### src/core/afcr_pkg.sv
package afcr_pkg;
  // Serial frame shape: 16 instruction bits then one data byte
  localparam int ADDR_W = 13;
  localparam int DATA_W = 8;
  localparam int CNT_W = 5;
  localparam logic [CNT_W-1:0] INSTR_LAST = 5'h0F;
  localparam logic [CNT_W-1:0] FRAME_LAST = 5'h17;
  localparam logic [CNT_W-1:0] FRAME_LEN = 5'h18;
  localparam int RNW_POS = 15;

  // Channel handling
  localparam int NUM_CH = 2;
  localparam int CH_A = 0;
  localparam int CH_B = 1;
  localparam logic [NUM_CH-1:0] CHAN_INDEX_RESET = 2'h3;

  // Addresses outside the shadowed block
  localparam logic [ADDR_W-1:0] ADDR_CHAN_INDEX = 13'h005;
  localparam logic [ADDR_W-1:0] ADDR_TRANSFER = 13'h0FF;
  localparam int XFER_BIT = 0;

  // Shadowed block, one slot per address
  localparam int NUM_SLOT = 8;
  localparam logic [2:0] SLOT_POWER = 3'h0;
  localparam logic [2:0] SLOT_GCLK = 3'h1;
  localparam logic [2:0] SLOT_CDIV = 3'h2;
  localparam logic [2:0] SLOT_TEST = 3'h3;
  localparam logic [2:0] SLOT_BIST = 3'h4;
  localparam logic [2:0] SLOT_OFFS = 3'h5;
  localparam logic [2:0] SLOT_OUT = 3'h6;
  localparam logic [2:0] SLOT_PHASE = 3'h7;
  localparam logic [NUM_SLOT-1:0][ADDR_W-1:0] SLOT_ADDR = {13'h016,
    13'h014, 13'h010, 13'h00E, 13'h00D, 13'h00B, 13'h009, 13'h008};
  // Bits shared by both channels, and bits kept per channel
  localparam logic [NUM_SLOT-1:0][DATA_W-1:0] SLOT_GMASK = {8'h87,
    8'hC0, 8'h00, 8'h00, 8'h00, 8'h07, 8'h01, 8'h20};
  localparam logic [NUM_SLOT-1:0][DATA_W-1:0] SLOT_LMASK = {8'h00,
    8'h17, 8'h3F, 8'h05, 8'h37, 8'h00, 8'h00, 8'h03};
  localparam logic [NUM_SLOT-1:0][DATA_W-1:0] SLOT_RESET = {8'h00,
    8'h00, 8'h00, 8'h00, 8'h00, 8'h00, 8'h01, 8'h00};

  // Field positions and widths
  localparam int EXT_PIN_BIT = 5;
  localparam int MODE_W = 2;
  localparam int DCS_BIT = 0;
  localparam int DIV_W = 3;
  localparam int TEST_W = 3;
  localparam int LONG_RST_BIT = 5;
  localparam int SHORT_RST_BIT = 4;
  localparam int BIST_RST_BIT = 2;
  localparam int BIST_EN_BIT = 0;
  localparam int TRIM_W = 6;
  localparam int DRIVE_BIT = 7;
  localparam int LVDS_BIT = 6;
  localparam int OE_N_BIT = 4;
  localparam int INVERT_BIT = 2;
  localparam int FMT_W = 2;
  localparam int DCO_INV_BIT = 7;
  localparam int PHASE_W = 3;
  localparam int PHASE_DEPTH = 6;
  localparam logic [PHASE_W-1:0] PHASE_MAX = 3'h6;

  // Field codes
  localparam logic [MODE_W-1:0] PM_FULL_PD = 2'h1;
  localparam logic [MODE_W-1:0] PM_STANDBY = 2'h2;
  localparam logic [FMT_W-1:0] FMT_TWOS = 2'h1;
  localparam logic [FMT_W-1:0] FMT_GRAY = 2'h2;

  typedef enum logic [1:0] {
    SPI_IDLE = 2'h0,
    SPI_INSTR = 2'h1,
    SPI_DATA = 2'h3
  } afcr_spi_state_type;
endpackage

### src/core/afcr_config_regs.sv
`timescale 1ns/1ns
// Functional notes
// (RQ1) Pin bit: zero powers down, one standby
// (RQ2) Channel mode: 01 down, 10 standby
// (RQ3) Divider phase delays sync zero to six
// (RQ4) Output mode: type, drive, enable, invert, format
// (RQ5) Nonzero divide forces duty corrector on
// (RQ6) Shadowed writes apply only on transfer
// (RQ7) Local writes follow channel index bits
// (RQ8) Both channels selected: read returns first
module afcr_config_regs
(
  input wire logic ref_clk,
  input wire logic srst,
  input wire logic spi_sclk,
  input wire logic spi_csb_n,
  input wire logic sdio_in,
  output logic sdio_out,
  output logic sdio_oe_n,
  input wire logic pdwn_pin,
  input wire logic divider_sync_in,
  output logic divider_sync_out,
  output logic [afcr_pkg::NUM_CH-1:0] dev_full_power_down,
  output logic [afcr_pkg::NUM_CH-1:0] dev_standby,
  output logic [afcr_pkg::DIV_W-1:0] clk_div_sel,
  output logic duty_cycle_corrector_en,
  output logic [afcr_pkg::PHASE_W-1:0] divider_phase,
  output logic output_data_clock_invert,
  output logic drive_reduced,
  output logic output_lvds,
  output logic [afcr_pkg::NUM_CH-1:0] output_enable_n,
  output logic [afcr_pkg::NUM_CH-1:0] output_invert,
  output logic [afcr_pkg::NUM_CH-1:0] twos_complement,
  output logic [afcr_pkg::NUM_CH-1:0] gray_code,
  output logic [afcr_pkg::NUM_CH-1:0][afcr_pkg::TEST_W-1:0] test_pattern,
  output logic [afcr_pkg::NUM_CH-1:0] long_prbs_generator_reset,
  output logic [afcr_pkg::NUM_CH-1:0] short_prbs_generator_reset,
  output logic [afcr_pkg::NUM_CH-1:0] self_test_en,
  output logic [afcr_pkg::NUM_CH-1:0] self_test_restart,
  output logic [afcr_pkg::NUM_CH-1:0][afcr_pkg::TRIM_W-1:0] offset_trim_val
);
  import afcr_pkg::*;

  typedef logic [NUM_CH-1:0][NUM_SLOT-1:0][DATA_W-1:0] afcr_bank_type;

  afcr_bank_type master_q, master_d, active_q, active_d;
  logic [NUM_CH-1:0] chan_q, chan_d;
  logic [NUM_CH-1:0] pd_q, pd_d, sb_q, sb_d;
  logic [NUM_CH-1:0] twos_q, twos_d, gray_q, gray_d;
  logic dcs_q, dcs_d, ext_standby, xfer, hit;
  logic [2:0] slot;
  logic [MODE_W-1:0] mode;
  logic [FMT_W-1:0] fmt;
  logic [ADDR_W-1:0] reg_addr;
  logic [DATA_W-1:0] wr_data, rd_data;
  logic wr_en;
  logic [PHASE_W-1:0] phase;
  logic [PHASE_DEPTH-1:0] hist_q, hist_d;

  // Maps an address onto its shadowed slot, top bit flags a hit
  function automatic logic [3:0] slot_lookup(
    input logic [ADDR_W-1:0] a);
    logic [3:0] r;
    r = 4'h0;
    for (int i = 0; i < NUM_SLOT; i++)
    begin
      if (a == SLOT_ADDR[i])
        r = {1'b1, 3'(i)};
    end
    return r;
  endfunction

  // Global bits always take the write, local bits only if selected
  function automatic logic [DATA_W-1:0] merge_byte(
    input logic [DATA_W-1:0] old,
    input logic [DATA_W-1:0] nw,
    input logic [2:0] s,
    input logic sel);
    return (nw & SLOT_GMASK[s]) | ((sel ? nw : old) & SLOT_LMASK[s]);
  endfunction

  afcr_spi_port u_spi
  (
    .ref_clk(ref_clk),
    .srst(srst),
    .spi_sclk(spi_sclk),
    .spi_csb_n(spi_csb_n),
    .sdio_in(sdio_in),
    .sdio_out(sdio_out),
    .sdio_oe_n(sdio_oe_n),
    .rd_data(rd_data),
    .reg_addr(reg_addr),
    .wr_en(wr_en),
    .wr_data(wr_data)
  );

  assign {hit, slot} = slot_lookup(reg_addr);

  // Master copies take writes; live copies load only on transfer
  always_comb
  begin
    master_d = master_q;
    chan_d = chan_q;
    active_d = active_q;
    xfer = 1'b0;
    if (wr_en)
    begin
      if (reg_addr == ADDR_CHAN_INDEX)
        chan_d = wr_data[NUM_CH-1:0];
      else if (reg_addr == ADDR_TRANSFER)
        xfer = wr_data[XFER_BIT]; // RQ6
      else if (hit)
      begin
        for (int c = 0; c < NUM_CH; c++)
        begin
          master_d[c][slot] = merge_byte(master_q[c][slot], wr_data,
            slot, chan_q[c]); // RQ7
        end
      end
    end
    // Transfer bit is never stored, so it clears by itself
    if (xfer)
      active_d = master_q; // RQ6
  end

  always_ff @(posedge ref_clk)
  begin
    if (srst)
    begin
      for (int c = 0; c < NUM_CH; c++)
      begin
        master_q[c] <= SLOT_RESET;
        active_q[c] <= SLOT_RESET;
      end
      chan_q <= CHAN_INDEX_RESET;
    end
    else
    begin
      master_q <= master_d;
      active_q <= active_d;
      chan_q <= chan_d;
    end
  end

  // Readback shows master copies, so unapplied writes are visible
  always_comb
  begin
    rd_data = '0;
    if (reg_addr == ADDR_CHAN_INDEX)
      rd_data[NUM_CH-1:0] = chan_q;
    else if (hit)
      rd_data = chan_q[CH_A] ? master_q[CH_A][slot]
                             : master_q[CH_B][slot]; // RQ8
  end

  // Decoded controls, registered so the pins see no glitches
  always_comb
  begin
    ext_standby = active_q[CH_A][SLOT_POWER][EXT_PIN_BIT];
    mode = '0;
    fmt = '0;
    for (int c = 0; c < NUM_CH; c++)
    begin
      mode = active_q[c][SLOT_POWER][MODE_W-1:0];
      fmt = active_q[c][SLOT_OUT][FMT_W-1:0];
      pd_d[c] = (pdwn_pin && !ext_standby) || mode == PM_FULL_PD; // RQ1 RQ2
      sb_d[c] = !pd_d[c] && ((pdwn_pin && ext_standby)
        || mode == PM_STANDBY); // RQ1 RQ2
      twos_d[c] = (fmt == FMT_TWOS); // RQ4
      gray_d[c] = (fmt == FMT_GRAY); // RQ4
    end
    dcs_d = active_q[CH_A][SLOT_GCLK][DCS_BIT]
      || (active_q[CH_A][SLOT_CDIV][DIV_W-1:0] != '0); // RQ5
  end

  always_ff @(posedge ref_clk)
  begin
    if (srst)
    begin
      pd_q <= '0;
      sb_q <= '0;
      twos_q <= '0;
      gray_q <= '0;
      dcs_q <= 1'b1;
    end
    else
    begin
      pd_q <= pd_d;
      sb_q <= sb_d;
      twos_q <= twos_d;
      gray_q <= gray_d;
      dcs_q <= dcs_d;
    end
  end

  // Sync delay line; reserved code 111 is held at six cycles
  always_comb
  begin
    hist_d = {hist_q[PHASE_DEPTH-2:0], divider_sync_in};
    phase = active_q[CH_A][SLOT_PHASE][PHASE_W-1:0];
    if (phase > PHASE_MAX)
      phase = PHASE_MAX;
    divider_sync_out = (phase == '0) ? divider_sync_in
      : hist_q[3'(phase - 3'h1)]; // RQ3
  end

  always_ff @(posedge ref_clk)
  begin
    if (srst)
      hist_q <= '0;
    else
      hist_q <= hist_d;
  end

  // Plain fields straight from the live copies
  always_comb
  begin
    clk_div_sel = active_q[CH_A][SLOT_CDIV][DIV_W-1:0];
    divider_phase = active_q[CH_A][SLOT_PHASE][PHASE_W-1:0];
    output_data_clock_invert = active_q[CH_A][SLOT_PHASE][DCO_INV_BIT];
    drive_reduced = active_q[CH_A][SLOT_OUT][DRIVE_BIT]; // RQ4
    output_lvds = active_q[CH_A][SLOT_OUT][LVDS_BIT]; // RQ4
    for (int c = 0; c < NUM_CH; c++)
    begin
      output_enable_n[c] = active_q[c][SLOT_OUT][OE_N_BIT]; // RQ4
      output_invert[c] = active_q[c][SLOT_OUT][INVERT_BIT]; // RQ4
      test_pattern[c] = active_q[c][SLOT_TEST][TEST_W-1:0];
      long_prbs_generator_reset[c] = active_q[c][SLOT_TEST][LONG_RST_BIT];
      short_prbs_generator_reset[c] = active_q[c][SLOT_TEST][SHORT_RST_BIT];
      self_test_en[c] = active_q[c][SLOT_BIST][BIST_EN_BIT];
      self_test_restart[c] = active_q[c][SLOT_BIST][BIST_RST_BIT];
      offset_trim_val[c] = active_q[c][SLOT_OFFS][TRIM_W-1:0];
    end
  end

  assign dev_full_power_down = pd_q;
  assign dev_standby = sb_q;
  assign duty_cycle_corrector_en = dcs_q;
  assign twos_complement = twos_q;
  assign gray_code = gray_q;
endmodule

### src/core/afcr_spi_port.sv
`timescale 1ns/1ns
module afcr_spi_port
(
  input wire logic ref_clk,
  input wire logic srst,
  input wire logic spi_sclk,
  input wire logic spi_csb_n,
  input wire logic sdio_in,
  output logic sdio_out,
  output logic sdio_oe_n,
  input wire logic [afcr_pkg::DATA_W-1:0] rd_data,
  output logic [afcr_pkg::ADDR_W-1:0] reg_addr,
  output logic wr_en,
  output logic [afcr_pkg::DATA_W-1:0] wr_data
);
  import afcr_pkg::*;

  afcr_spi_state_type state_q, state_d;
  logic [CNT_W-1:0] cnt_q, cnt_d;
  logic [RNW_POS:0] shift_q, shift_d;
  logic [DATA_W-1:0] rd_sh_q, rd_sh_d, wr_data_q, wr_data_d;
  logic [ADDR_W-1:0] addr_q, addr_d;
  logic rnw_q, rnw_d, load_q, load_d, sdo_q, sdo_d, oe_n_q, oe_n_d;
  logic wr_en_q, wr_en_d, sclk_q, rise, fall;

  // Serial clock is compared with its last sample, so edges are seen at the first ref_clk edge after them
  assign rise = spi_sclk && !sclk_q;
  assign fall = !spi_sclk && sclk_q;

  // Frame sequencer: bits in on rising, read bits out on falling
  always_comb
  begin
    state_d = state_q;
    cnt_d = cnt_q;
    shift_d = shift_q;
    addr_d = addr_q;
    rnw_d = rnw_q;
    rd_sh_d = rd_sh_q;
    load_d = 1'b0;
    sdo_d = sdo_q;
    oe_n_d = oe_n_q;
    wr_en_d = 1'b0;
    wr_data_d = wr_data_q;
    if (spi_csb_n)
    begin
      state_d = SPI_IDLE;
      cnt_d = '0;
      oe_n_d = 1'b1;
    end
    else
    begin
      case (state_q)
        SPI_IDLE, SPI_INSTR:
        begin
          state_d = SPI_INSTR;
          if (rise)
          begin
            shift_d = {shift_q[RNW_POS-1:0], sdio_in};
            cnt_d = cnt_q + 5'h01;
            if (cnt_q == INSTR_LAST)
            begin
              state_d = SPI_DATA;
              rnw_d = shift_d[RNW_POS];
              addr_d = shift_d[ADDR_W-1:0];
              load_d = shift_d[RNW_POS];
            end
          end
        end
        SPI_DATA:
        begin
          // Read byte fetched the cycle after the address settles
          if (load_q)
            rd_sh_d = rd_data;
          if (rise && cnt_q < FRAME_LEN)
          begin
            shift_d = {shift_q[RNW_POS-1:0], sdio_in};
            cnt_d = cnt_q + 5'h01;
            if (cnt_q == FRAME_LAST && !rnw_q)
            begin
              wr_en_d = 1'b1;
              wr_data_d = shift_d[DATA_W-1:0];
            end
          end
          if (fall && rnw_q)
          begin
            sdo_d = rd_sh_q[DATA_W-1];
            rd_sh_d = {rd_sh_q[DATA_W-2:0], 1'b0};
            oe_n_d = (cnt_q >= FRAME_LEN);
          end
        end
        default:
          state_d = SPI_IDLE;
      endcase
    end
  end

  always_ff @(posedge ref_clk)
  begin
    if (srst)
    begin
      state_q <= SPI_IDLE;
      cnt_q <= '0;
      shift_q <= '0;
      addr_q <= '0;
      rnw_q <= 1'b0;
      rd_sh_q <= '0;
      load_q <= 1'b0;
      sdo_q <= 1'b0;
      oe_n_q <= 1'b1;
      wr_en_q <= 1'b0;
      wr_data_q <= '0;
      sclk_q <= 1'b0;
    end
    else
    begin
      state_q <= state_d;
      cnt_q <= cnt_d;
      shift_q <= shift_d;
      addr_q <= addr_d;
      rnw_q <= rnw_d;
      rd_sh_q <= rd_sh_d;
      load_q <= load_d;
      sdo_q <= sdo_d;
      oe_n_q <= oe_n_d;
      wr_en_q <= wr_en_d;
      wr_data_q <= wr_data_d;
      sclk_q <= spi_sclk;
    end
  end

  assign sdio_out = sdo_q;
  assign sdio_oe_n = oe_n_q;
  assign reg_addr = addr_q;
  assign wr_en = wr_en_q;
  assign wr_data = wr_data_q;
endmodule

### config.mk
export PLATFORM = sky130hd
export DESIGN_NAME = afcr_config_regs
export DESIGN_NICKNAME = d
export VERILOG_FILES = /design/src/core/afcr_pkg.sv /design/src/core/afcr_config_regs.sv /design/src/core/afcr_spi_port.sv
export SDC_FILE = /design/constraint.sdc
export NUM_CORES = 1
export LEC_CHECK = 0
export BUFFER_PORTS_ARGS = -buffer_cell sky130_fd_sc_hd__buf_2
export CELL_PAD_IN_SITES_DETAIL_PLACEMENT = 1
export CELL_PAD_IN_SITES_GLOBAL_PLACEMENT = 1
export CORE_MARGIN = 1.5
export CORE_UTILIZATION = 51
export CTS_CLUSTER_DIAMETER = 120
export CTS_CLUSTER_SIZE = 10
export DETAILED_ROUTE_END_ITERATION = 6
export PLACE_DENSITY_LB_ADDON = 0.1
export SLEW_MARGIN = 10
export SYNTH_ARGS = -nofsm -noshare
export SYNTH_HDL_FRONTEND = slang
export SYNTH_HIERARCHICAL = 1
export SYNTH_SLANG_ARGS = --single-unit
### constraint.sdc
create_clock -name ref_clk -period 7.4 [get_ports ref_clk]
set_input_delay 0.74 -clock ref_clk [delete_from_list [all_inputs] [get_ports ref_clk]]
set_output_delay 0.74 -clock ref_clk [all_outputs]
set_load 0.05 [all_outputs]
==> flow_summary.json <==
{
  "status": "complete, no violations",
  "synth_cells": 1276,
  "min_path_type": "reg2reg",
  "drv_slew": 0,
  "clock_latency_ns": 0.54,
  "n_fill_cell": 2467,
  "finalSetupViolCount": 0,
  "r2r_cells": 8,
  "slew_headroom_pct": 13.1,
  "min_path_cells": 1,
  "drtIter0Drc": 766,
  "crit_arrival_ns": 4.89,
  "dpl.cell_count": 1491,
  "rows": 53,
  "start_util_pct": 52.3,
  "cts_root_buf": "clkbuf_16",
  "drt-total-wl_um": 35900,
  "yosysTopAreaCell": "dfxtp_1",
  "die_w_um": 150,
  "crit_top_cell": "nor3_2",
  "syn_to_final_growth_pct": 6.70,
  "avgRoutedWirePerCell_um": 23.6,
  "fin_tns_setup_ns": 0,
  "critPathMaxFanout": 16,
  "antenna_found_initial": 0,
  "hold_viol": 0,
  "ys_types": 91,
  "tightest_slew_ns": 1.30,
  "synth_area_leaders": "dfxtp_1, nand2_1, a21oi_1",
  "final_cells": 1521,
  "synth_edf_count": 0,
  "cts-hold-fix-buffers": 0,
  "die_y_um": 150,
  "layout_min_cycle_time_ns": 4.49,
  "use_met1_pct": 42.6,
  "fin_nets": 1260,
  "critPathTopFamily": "simple AND/OR/NAND/NOR gates",
  "cp-end-kind": "register",
  "power_uw": 2450,
  "use_met2_pct": 51.4,
  "max_stage_delay_ns": 1.02,
  "antenna_left": 0,
  "via_per_inst": 6.39,
  "crit-reg2reg-launch": "u_spi/reg_addr[5]$_SDFFE_PP0P_",
  "fp.coreArea_um2": 21200,
  "rsz0062_at_grt": "no",
  "clock_sinks": 235,
  "clock.fmax_ghz": 0.223,
  "place.gp.congestion": 0.940,
  "htree_levels": 1,
  "cts_setup_buffers": 0,
  "yosysTopAreaCellShare_pct": 42.6,
  "critPathLaunchType": "register",
  "grt_use_total_pct": 32.0,
  "hold_path_startpoint": "active_q[49]$_SDFFE_PP0P_",
  "synth_most_common_cell": "dfxtp_1",
  "p_per_area_nw_per_um2": 208,
  "ff2ff_setup_slack_ns": 2.91,
  "overflow": 0,
  "cts-resized-gates": 0,
  "yosys_warnings": 6,
  "routed-via-count": 9717,
  "avgSynthCellArea_um2": 8.66,
  "cts_made_buffers": 27,
  "path_cells": "nor3_2 -> nand3_1 -> nor3_2 -> inv_2 -> nor3_1 -> nor2_1 -> nand2_1 -> o21ai_0",
  "power.leakage_uw": 0.00409,
  "die_area_um2": 22600,
  "crit_buf_inv": 1,
  "ys_ff_latch": 235,
  "first_pass_iters": 5,
  "crit_type": "reg2reg",
  "critPathRequiredTime_ns": 7.80,
  "cts_tree": "built",
  "synth_nets": 1291,
  "synthFlopType": "dfxtp_1",
  "cts.clk_slew.worst_paths_ns": 0.06,
  "grt_first_pass_wirelength_um": 55800,
  "ys_async_sr_fraction_pct": 0,
  "ioPinCount": 58,
  "fin_worst_skew_ns": 0.00978,
  "grt_max_degree": 88,
  "holdPathEnd": "twos_complement[0]$_SDFF_PP0_",
  "grt_busiest_layer": "met2",
  "clk_path_buf_depth": 3,
  "vdd_drop_max_v": 0.000153,
  "drive_gt1_share_pct": 11.5,
  "met3_usage_pct": 5.24,
  "drc": 0,
  "reg2reg_to": "master_q[28]$_SDFFE_PP0P_",
  "hpwlAfterDp_um": 25100,
  "cp_slowest_cell": "nor3_1",
  "port_buffers": 57,
  "syn-cell-area_um2": 11100,
  "synth_seq_area_share_pct": 42.6,
  "grt_pass1_vias": 9605,
  "post-route-period-util_pct": 60.6,
  "synth_commonest_cells": "dfxtp_1, nand2_1, nor2_1",
  "max_cap_viol_count": 0
}
cell type report:
cell class	count	area [um2]	area share [%]
Antenna cell	1	2.50	0.0212
Clock buffer	27	676	5.73
Clock inverter	2	16.3	0.138
Multi-Input combinational cell	894	5600	47.5
Tap cell	275	344	2.92
Sequential cell	235	4700	39.9
Inverter	18	67.6	0.573
Timing Repair Buffer	69	382	3.24
cells by family after synthesis:
logic type      share of synthesized area (%)
simple gates                             23.1
compound gates                           22.3
flops                                    42.6
buf+inv                                  6.86
mux                                      4.03
fa+ha+maj                               0.906
xor+xnor                                0.238
worst max-delay path by stage:
stage                                         from  cells after the start                         to  slack, ns
floorplan            divider_phase[2]$_SDFFE_PP0P_                      7           divider_sync_out       4.40
global placement    u_spi/reg_addr[5]$_SDFFE_PP0P_                      7  master_q[91]$_SDFFE_PP0P_       3.20
detailed placement  u_spi/reg_addr[5]$_SDFFE_PP0P_                      7  master_q[27]$_SDFFE_PP0P_       3.03
CTS                 u_spi/reg_addr[5]$_SDFFE_PP0P_                      7  master_q[91]$_SDFFE_PP0P_       3.04
global route        u_spi/reg_addr[5]$_SDFFE_PP0P_                      8  master_q[28]$_SDFFE_PP0P_       2.57
finish              u_spi/reg_addr[5]$_SDFFE_PP0P_                      8  master_q[28]$_SDFFE_PP0P_       2.91
power by group:
part           internal, uW  leakage (uW)  total (uW)  switching, uW
logic                  13.4       0.00185        47.4           34.0
registers              1270       0.00189        1270           1.89
clock network           639      0.000337        1130            494
total                  1920       0.00409        2450            529
layer usage:
layer  vias up  part of all wire (%)
li1       4511                     -
met1      4789                    44
met2       335                    45
met3        82                   6.9
met4         0                   4.2
met5         -                     0
flip-flops by register name, summed over array words and instances, names as in the netlist, 3 cells and up:
register,cells
active_q,10
u_spi/wr_data,8
u_spi/rd_sh_q,8
clk_div_sel,3
hist_q,6
u_spi/reg_addr,13
u_spi/shift_q,15
test_pattern,6
offset_trim_val,12
u_spi/cnt_q,5
master_q,112
divider_phase,3
stage by stage:
stage | cell area, um2 | utilization (%) | hold WS (ns) | setup WS, ns
finish | 11800 | 55.8 | 0.449 | 2.91
global route | 11800 | 55.7 | 0.460 | 2.57
CTS | 11800 | 55.7 | 0.443 | 3.04
detailed placement | 11100 | 52.5 | 0.439 | 3.03
global placement | 11100 | 52.5 | 0.426 | 3.20
floorplan | 11100 | - | 0.413 | 4.40
layout by cell type, fill, tap and decap left out, drive strengths merged, types with 27 or more instances in the layout:
cell type and count:
dfxtp 235, mux2i 37, nand2b 32, a21oi 109
o21ai 44, nand3b 29, nand3 32, buf 69
nor2 110, nand2 150, clkbuf 27, o31ai 34
a211oi 66
No activity file was read; power rests on OpenSTA's default activity.
